<file path="src/design/pimg_consts.svh">
`ifndef PIMG_CONSTS_SVH
`define PIMG_CONSTS_SVH
// ------------------------------------------------------------
// register map (byte addresses, word aligned)
// ------------------------------------------------------------
`define ADDR_CTRL 6'h00
`define ADDR_PINS 6'h04
`define ADDR_STAT_LO 6'h08
`define ADDR_STAT_HI 6'h0C
`define ADDR_TIME 6'h10
`define ADDR_IRQ_STAT 6'h14
`define ADDR_IRQ_CLR 6'h18
`define ADDR_IRQ_EN 6'h1C
`define ADDR_CYCLE 6'h20
// ------------------------------------------------------------
// control fields
// ------------------------------------------------------------
`define CTRL_PACK_BIT 0
`define CTRL_HIST_BIT 4
`define CTRL_REFCLK_BIT 8
// ------------------------------------------------------------
// status byte codes
// ------------------------------------------------------------
`define LINK_INACTIVE 4'h0
`define LINK_SIO_IN 4'h1
`define LINK_SIO_OUT 4'h2
`define LINK_OPERATING 4'h3
`define LINK_STOPPED 4'h4
`define ERR_NONE 4'h0
`define ERR_WATCHDOG 4'h1
`define ERR_OVERFLOW 4'h2
`define ERR_DEVICE_ID 4'h3
`define ERR_VENDOR_ID 4'h4
`define ERR_REVISION 4'h5
`define ERR_FRAME_CAP 4'h6
`define ERR_CYCLE_TIME 4'h7
`define ERR_LENGTH_A 4'h8
`define ERR_LENGTH_B 4'h9
`define ERR_NO_DEVICE 4'hA
`define ERR_PREOP 4'hB
// ------------------------------------------------------------
// interrupt bits
// ------------------------------------------------------------
`define IRQ_CYCLE_BIT 0
`define IRQ_NEWMSG_BIT 1
`define IRQ_WRAP_BIT 2
`define IRQ_W 3
`define TS_W 32
`define NPORT 8
`endif

</file>
<file path="src/design/pimg_pkg.sv">
package pimg_pkg;
   typedef struct packed {
      logic [7:0] pin4_s1;
      logic [7:0] pin4_s2;
      logic [7:0] pin4_s3;
      logic [7:0] pin2_s1;
      logic [7:0] pin2_s2;
      logic [7:0] pin2_s3;
      logic [7:0] pin4;
      logic [7:0] pin2;
      logic pack_sel;
      logic hist_ack;
      logic ref_clk_en;
      logic [2:0] irq_stat;
      logic [2:0] irq_en;
      logic [31:0] ts;
      logic [15:0] img_in;
      logic img_new;
      logic [63:0] img_stat;
      logic [31:0] img_ts;
      logic img_valid;
      logic new_prev;
      logic ack;
      logic [31:0] dat;
   } state_t;
endpackage

</file>
<file path="src/design/process_image.sv">
// How it works
// port-based packing puts port n pin-4 in bit 2n and pin-2 in bit 2n+1, ports 0-3 in byte 0, ports 4-7 in byte 1.
// pin-based packing puts pin-4 of ports 0-7 in byte 0 bits 0-7 and pin-2 of ports 0-7 in byte 1.
// in overwrite mode the new-message flag is 1 while the newest message is unread, else 0.
// in acknowledge mode the new-message flag is 1 while any acknowledgeable message is pending.
// the image carries exactly one status byte per port, eight in all.
// each status low nibble is the link state code 0 to 4.
// each status high nibble is the validation error code 0x00 to 0x90.
// the high nibble reads 0xA0 for no device detected and 0xB0 for a pre-operational failure.
// the block can serve as distributed-clock reference and sends its timestamp with the image.
// the timestamp counter is 32 bits and wraps.
// port sampling is free running and never waits on a sync event.
// input_packing_select 0 picks port-based, 1 picks pin-based; port-based after reset.
// the history mode bit picks overwrite (0) or acknowledge (1).
// status bytes go in ascending port order and the whole image updates in one cycle.
`include "pimg_consts.svh"
module process_image (
   input wire logic clk_i,
   input wire logic rst_i,
   input wire logic [7:0] pin4_i,
   input wire logic [7:0] pin2_i,
   input wire logic [31:0] link_state_i,
   input wire logic [31:0] err_code_i,
   input wire logic newest_unread_i,
   input wire logic ack_pending_i,
   input wire logic cycle_i,
   output logic [15:0] image_inputs_o,
   output logic image_new_msg_o,
   output logic [63:0] image_status_o,
   output logic [31:0] image_time_o,
   output logic image_valid_o,
   output logic ref_clock_o,
   input wire logic [5:0] wb_adr_i,
   input wire logic [31:0] wb_dat_i,
   input wire logic [3:0] wb_sel_i,
   input wire logic wb_we_i,
   input wire logic wb_cyc_i,
   input wire logic wb_stb_i,
   output logic [31:0] wb_dat_o,
   output logic wb_ack_o,
   output logic irq_o
);
   pimg_pkg::state_t q, d;
   logic [15:0] packed_in;
   logic [63:0] stat_bytes;
   logic new_flag;
   logic wr, rd;
   logic [2:0] ev;

   // ------------------------------------------------------------
   // image assembly
   // ------------------------------------------------------------
   always_comb begin
      packed_in = 16'h0000;
      stat_bytes = 64'h0000000000000000;
      for (int p = 0; p < `NPORT; p++) begin
         if (q.pack_sel) begin
            packed_in[p] = q.pin4[p];
            packed_in[p + 8] = q.pin2[p];
         end else begin
            packed_in[2 * p] = q.pin4[p];
            packed_in[2 * p + 1] = q.pin2[p];
         end
         // low nibble link state, high nibble error code, port 0 lowest byte
         stat_bytes[8 * p +: 8] = {err_code_i[4 * p +: 4], link_state_i[4 * p +: 4]};
      end
   end

   assign new_flag = q.hist_ack ? ack_pending_i : newest_unread_i;
   assign wr = wb_cyc_i && wb_stb_i && wb_we_i && !q.ack;
   assign rd = wb_cyc_i && wb_stb_i && !wb_we_i && !q.ack;
   assign ev[`IRQ_CYCLE_BIT] = cycle_i;
   assign ev[`IRQ_NEWMSG_BIT] = new_flag && !q.new_prev;
   assign ev[`IRQ_WRAP_BIT] = &q.ts;

   // ------------------------------------------------------------
   // next state
   // ------------------------------------------------------------
   always_comb begin
      d = q;
      // three-stage sync, free running with no sync-event gating
      d.pin4_s1 = pin4_i;
      d.pin4_s2 = q.pin4_s1;
      d.pin4_s3 = q.pin4_s2;
      d.pin2_s1 = pin2_i;
      d.pin2_s2 = q.pin2_s1;
      d.pin2_s3 = q.pin2_s2;
      for (int p = 0; p < `NPORT; p++) begin
         if (q.pin4_s2[p] == q.pin4_s3[p]) d.pin4[p] = q.pin4_s3[p];
         if (q.pin2_s2[p] == q.pin2_s3[p]) d.pin2[p] = q.pin2_s3[p];
      end
      d.ts = q.ts + 32'h00000001;
      // edge detector rests at 0, the idle level of the flag, so leaving reset gives no false edge
      d.new_prev = new_flag;
      d.ack = 1'b0;
      d.dat = 32'h00000000;
      if (cycle_i) begin
         d.img_in = packed_in;
         d.img_new = new_flag;
         d.img_stat = stat_bytes;
         d.img_ts = q.ts;
         d.img_valid = 1'b1;
      end
      // events are or-ed in after any clear, so an event in the clear cycle is never lost
      d.irq_stat = q.irq_stat | ev;
      // ack is registered: one wait state, and a request already acked is not taken twice
      if (wb_cyc_i && wb_stb_i && !q.ack) begin
         d.ack = 1'b1;
         if (wr && wb_sel_i[0]) begin
            case (wb_adr_i)
               `ADDR_CTRL: begin
                  d.pack_sel = wb_dat_i[`CTRL_PACK_BIT];
                  d.hist_ack = wb_dat_i[`CTRL_HIST_BIT];
               end
               `ADDR_IRQ_CLR: d.irq_stat = (q.irq_stat & ~wb_dat_i[`IRQ_W-1:0]) | ev;
               `ADDR_IRQ_EN: d.irq_en = wb_dat_i[`IRQ_W-1:0];
               default: ;
            endcase
         end
         if (wr && wb_sel_i[1] && wb_adr_i == `ADDR_CTRL)
            d.ref_clk_en = wb_dat_i[`CTRL_REFCLK_BIT];
         if (rd) begin
            case (wb_adr_i)
               `ADDR_CTRL: d.dat = {23'h000000, q.ref_clk_en, 3'h0, q.hist_ack, 3'h0, q.pack_sel};
               `ADDR_PINS: d.dat = {16'h0000, q.pin2, q.pin4};
               `ADDR_STAT_LO: d.dat = stat_bytes[31:0];
               `ADDR_STAT_HI: d.dat = stat_bytes[63:32];
               `ADDR_TIME: d.dat = q.ts;
               `ADDR_IRQ_STAT: d.dat = {29'h00000000, q.irq_stat};
               `ADDR_IRQ_EN: d.dat = {29'h00000000, q.irq_en};
               `ADDR_CYCLE: d.dat = {15'h0000, new_flag, packed_in};
               default: d.dat = 32'h00000000;
            endcase
         end
      end
   end

   always_ff @(posedge clk_i) begin
      if (rst_i) begin
         q <= '0; // port-based packing, overwrite mode
      end else begin
         q <= d;
      end
   end

   assign image_inputs_o = q.img_in;
   assign image_new_msg_o = q.img_new;
   assign image_status_o = q.img_stat;
   assign image_time_o = q.img_ts;
   assign image_valid_o = q.img_valid;
   assign ref_clock_o = q.ref_clk_en;
   assign wb_dat_o = q.dat;
   assign wb_ack_o = q.ack;
   assign irq_o = |(q.irq_stat & q.irq_en);
endmodule // process_image

</file>
<file path="config.mk">
export PLATFORM = sky130hd
export DESIGN_NAME = process_image
export DESIGN_NICKNAME = d
export VERILOG_FILES = /design/src/design/pimg_pkg.sv /design/src/design/process_image.sv
export VERILOG_INCLUDE_DIRS = /design/src /design/src/design
export SDC_FILE = /design/constraint.sdc
export NUM_CORES = 1
export LEC_CHECK = 0
export BUFFER_PORTS_ARGS = -buffer_cell sky130_fd_sc_hd__buf_2
export CAP_MARGIN = 5
export CORE_MARGIN = 4
export CORE_UTILIZATION = 40
export DETAILED_ROUTE_END_ITERATION = 10
export PLACE_DENSITY = 0.61
export SLEW_MARGIN = 20
export SYNTH_ARGS = -nofsm -noshare
export SYNTH_HDL_FRONTEND = slang
export SYNTH_SLANG_ARGS = --single-unit
</file>
<file path="constraint.sdc">
create_clock -name clk_i -period 4 [get_ports clk_i]
set_input_delay 0.8 -clock clk_i [delete_from_list [all_inputs] [get_ports clk_i]]
set_output_delay 0.8 -clock clk_i [all_outputs]
set_load 0.02 [all_outputs]
</file>
* Yosys cells after proc, flatten, opt, wreduce, memory -nomap -nowiden
Cells that the tools add are included.
** Cells by class
- Add/sub/neg operators :: 1
- Eq/ne operators :: 24
- Multiplexer cells :: 19
- Bitwise operators :: 7
- Reductions and logical operators :: 20
** Operators by type and width (count)
- $pmux 32 s8 :: 1
- $mux 33 :: 1
- $add 32x1->32 const B :: 1
- $mux 32 :: 1
- $reduce_and 32->1 :: 1
- $eq 6x5->1 const B :: 4
- $eq 1x1->1 :: 16
- $eq 6x4->1 const B :: 2
- $mux 6 :: 2
- $logic_and 1x1->1 :: 10
- $mux 1 :: 9
- $and 3x3->3 :: 2
- $eq 6x3->1 const B :: 1
- $eq 6x6->1 const B :: 1
- $logic_not 6->1 :: 1
- $mux 2 :: 3
- $mux 3 :: 2
- $or 3x3->3 :: 2
- $reduce_and 3->1 :: 2
- $reduce_or 3->1 :: 2
- $logic_not 1->1 :: 3
- $not 3->3 :: 1
- $not 1->1 :: 2
- $reduce_and 2->1 :: 1
** Storage, ports and cells
- Register bits :: 253
- Output and inout port bits :: 149
- Word-level logic and storage cells :: 107

* Longest topological paths before layout
- Depth after elaboration :: 6
- Depth in mapped cells :: 8

* Least setup slack after synthesis
Ideal clock, no wire load.
- Kind :: input -> register
- Start point :: input port wb_adr_i[2]
- End point :: register q, in the netlist wb_dat_o[8]
- Arrival :: 2222 ps
- Slack :: 1703 ps
- Stages on the path :: 7
- Buffers on the path :: 3
- Cell sequence :: clkbuf_1 or4_1 nor3b_1 buf_2 buf_2 a22oi_1 a31oi_1
** On the way
- Cells in the longest elaborated chain, start to end :: 2
- Elaborated cells on any way between the ends :: 9
** Ends and longest elaborated chain
- start, declared :: line process_image.sv:33 : input wire logic [5:0] wb_adr_i,
- $eq 6x6->1, or another cell as far along :: line process_image.sv:123 : case (wb_adr_i)
- $pmux 32 s8 (*) :: line process_image.sv:123
- end signal, assigned :: line process_image.sv:140 : q <= '0;
- end signal, assigned :: line process_image.sv:142 : q <= d;
- end, declared :: line process_image.sv:43 : pimg_pkg::state_t q, d;
Mark *: on every way between the ends. The rest lies on a longest branch, timed or not.
A chain may end at the register's enable or synchronous reset.

* Final worst setup path
- Start point :: register q[148] in the netlist's numbering
- End point :: register q[170] in the netlist's numbering
** On the way
- Cells in the longest elaborated chain, start to end :: 1
** Ends and longest elaborated chain
- $add 32x1->32 :: line process_image.sv:92 : d.ts = q.ts + 32'h00000001;
No other way between the ends.

==> flow_metrics.tcl <==
set metrics [dict create \
    status "complete, no violations" \
    worst_hold_path_type "reg2reg" \
    first_pass_iters 5 \
    grt_overflow_total 0 \
    end_kind "register" \
    finClkSkew_ns 0.0210 \
    async_reset_ff_frac 0 \
    reg2reg_setup_slack_ns 1.38 \
    root_buffer "clkbuf_16" \
    drc_errors 0 \
    htree_levels 1 \
    wirelength_mm 28.0 \
    grt_setup_unrepaired "no" \
    avgSynthCellArea_um2 9.58 \
    dr.first_iter.drc_count 710 \
    setup_viol 0 \
    cts_buffers 27 \
    yosysSeqAreaShare 0.479 \
    cp_cell_sequence "ha_1 -> and4_1 -> nand3_1 -> or4_2 -> a21oi_1" \
    port_buffers 249 \
    yosys_most_used_dff "dfxtp_1" \
    critPathTopFamily "simple AND/OR/NAND/NOR gates" \
    cts_tree "done" \
    crit_fanout 20 \
    reg2reg_from "q[148]" \
    io_pins 279 \
    p_leak_nw 5.09 \
    r2r_end "q[170]" \
    core-area_um2 26100 \
    critical-path-max-stage-delay_ns 0.81 \
    ys_seq_elements 253 \
    syn_area_um2 10600 \
    post-cts-setup-buffers 0 \
    clk_latency_ns 0.53 \
    finalSetupTns_ns 0 \
    yosysUniqueCellTypes 47 \
    endpoint "q[170]" \
    syn_inst 1105 \
    period_share 0.655 \
    hp-start "q[33]" \
    yosysTopAreaCell "dfxtp_1" \
    cts.hold.buffers_added 0 \
    gp_congestion 0.828 \
    synth_nets 1236 \
    antenna_found_initial 4 \
    via_per_inst 5.09 \
    drive_above_1_share 0.258 \
    num-nets-final 1315 \
    diodes 0 \
    synth-edff-count 0 \
    slew_viol_final 0 \
    worstMarginPinSlew_ns 0.960 \
    crit_start "q[148]" \
    area_growth_pct 11.8 \
    cts.reportedPaths.clkPinSlew_ns 0.06 \
    cp.arrival_ns 3.06 \
    grt_usage 0.182 \
    clkSinkCount 253 \
    first_global_vias 7160 \
    die_h_um 171 \
    die_w_um 171 \
    cp-start-kind "register" \
    num_vias 7821 \
    yosysMostFrequentCell "dfxtp_1" \
    timing.fmax_mhz 382 \
    hold_slack_ns 0.418 \
    yosys_warnings 0 \
    hold_viol 0 \
    reg2reg_depth 5 \
    path_depth 5 \
    detail-route-antenna-nets 0 \
    synth_top_area_frac 0.479 \
    clk_path_buf_depth 3 \
    n_fill_cell 2534 \
    grt_pass1_wl_mm 42.5 \
    fin_crit_ns 2.62 \
    rows 59 \
    initial_core_util 0.406 \
    peakVddDrop_mv 0.293 \
    cellPowerDensity_nw_per_um2 463 \
    cp_slowest_cell "or4_2" \
    critPathBufInv 0 \
    dieArea_um2 29100 \
    synth_area_leaders "dfxtp_1 48%, mux2i_1 12%, buf_4 10%, nor2_1 5.4%, nor2b_1 3.3%" \
    path_class "reg2reg" \
    cap_violations 0 \
    post_cts_resized 0 \
    worst_ep_required_time_ns 4.44 \
    slew_headroom 0.360 \
    place_hpwl_mm 20.1 \
    wl_per_cell_um 18.2 \
    synth_common_cells "253 x dfxtp_1, 152 x nor2_1, 145 x buf_4" \
    grt_start_max_net_pins 90 \
]
## report_power, final
part | switching [mW] | internal [mW]
clock network | 0.967 | 1.49
registers | 0.0360 | 2.59
logic | 0.239 | 0.153
## per-stage QoR
step | std cells | cell area (µm²) | util | total power, mW | worst slack [ns]
floorplan | 1105 | 10600 | - | 2.98 | 1.70
finish | 1537 | 11800 | 0.454 | 5.48 | 1.38
detailed placement | 1490 | 11000 | 0.421 | 3.08 | 1.16
global route | 1537 | 11800 | 0.454 | 5.70 | 1.16
global placement | 1490 | 11000 | 0.421 | 3.07 | 1.15
CTS | 1537 | 11800 | 0.454 | 5.55 | 1.37
## worst reg2reg max path, stage by stage (launching register included)
cell	delay, ns
dfxtp_1	0.45
ha_1	0.24
and4_1	0.33
nand3_1	0.55
or4_2	0.81
a21oi_1	0.15
## cells in the final DEF (no fill, tap or decap), types with 5 or more instances in the layout
cell type	Yosys	layout
o2bb2ai_1	5	5
xor2_1	6	6
clkbuf_16	0	27
a222oi_1	23	23
nor2_1	152	152
dfxtp_1	253	253
buf_4	145	14
or3_1	10	10
and2_1	7	7
nor2b_1	55	55
nand2_1	48	48
a21oi_1	47	47
nor3_1	10	10
nand3_1	8	8
mux2i_1	124	124
a22oi_1	10	10
o31ai_1	15	15
o21ai_0	27	27
or4_1	15	15
a31oi_1	9	9
buf_2	7	247
inv_1	6	6
clkbuf_1	49	11
a211oi_1	14	14
nand4_1	14	14
## layout make-up
| cell class | count | area (µm²) | share of cell area |
|---|---|---|---|
| Clock buffer | 41 | 758 | 0.0641 |
| Clock inverter | 6 | 109 | 0.00920 |
| Inverter | 6 | 22.5 | 0.00190 |
| Multi-Input combinational cell | 633 | 4090 | 0.346 |
| Sequential cell | 253 | 5060 | 0.428 |
| Tap cell | 335 | 419 | 0.0354 |
| Timing Repair Buffer | 263 | 1360 | 0.115 |
## flip-flops by register name, summed over array words and instances (netlist names)
register	count
image_status_o	64
q	71
d	32
wb_dat_o	32
image_inputs_o	16
image_new_msg_o	1
ref_clock_o	1
image_valid_o	1
packed_in	2
wb_ack_o	1
image_time_o	32
## worst min path at each step
stage / to / cells past startpoint
floorplan: q[184] / 1
global placement: q[184] / 1
detailed placement: q[184] / 1
CTS: q[184] / 1
global route: q[184] / 1
finish: q[184] / 1
## per-layer routing
metal / up-vias / share of wire / track usage
met5: - / 0.0020 / 0
met4: 8 / 0.019 / 0.0451
met3: 46 / 0.068 / 0.0434
met2: 227 / 0.46 / 0.286
met1: 3680 / 0.45 / 0.255
li1: 3860 / - / -
## logic make-up (layout without fill, tap and decap cells)
logic type,count (synthesis),in the layout,share of synthesized area
AO/OA/AOI/OAI,157,157,0.0998
XOR/XNOR,10,10,0.00827
adder cells (fa/ha/maj),1,1,0.00118
buffers and inverters,219,316,0.135
flip-flops,253,253,0.479
multiplexers,128,128,0.122
AND/OR/NAND/NOR,337,337,0.155
Power figures use the tool's default switching activity.
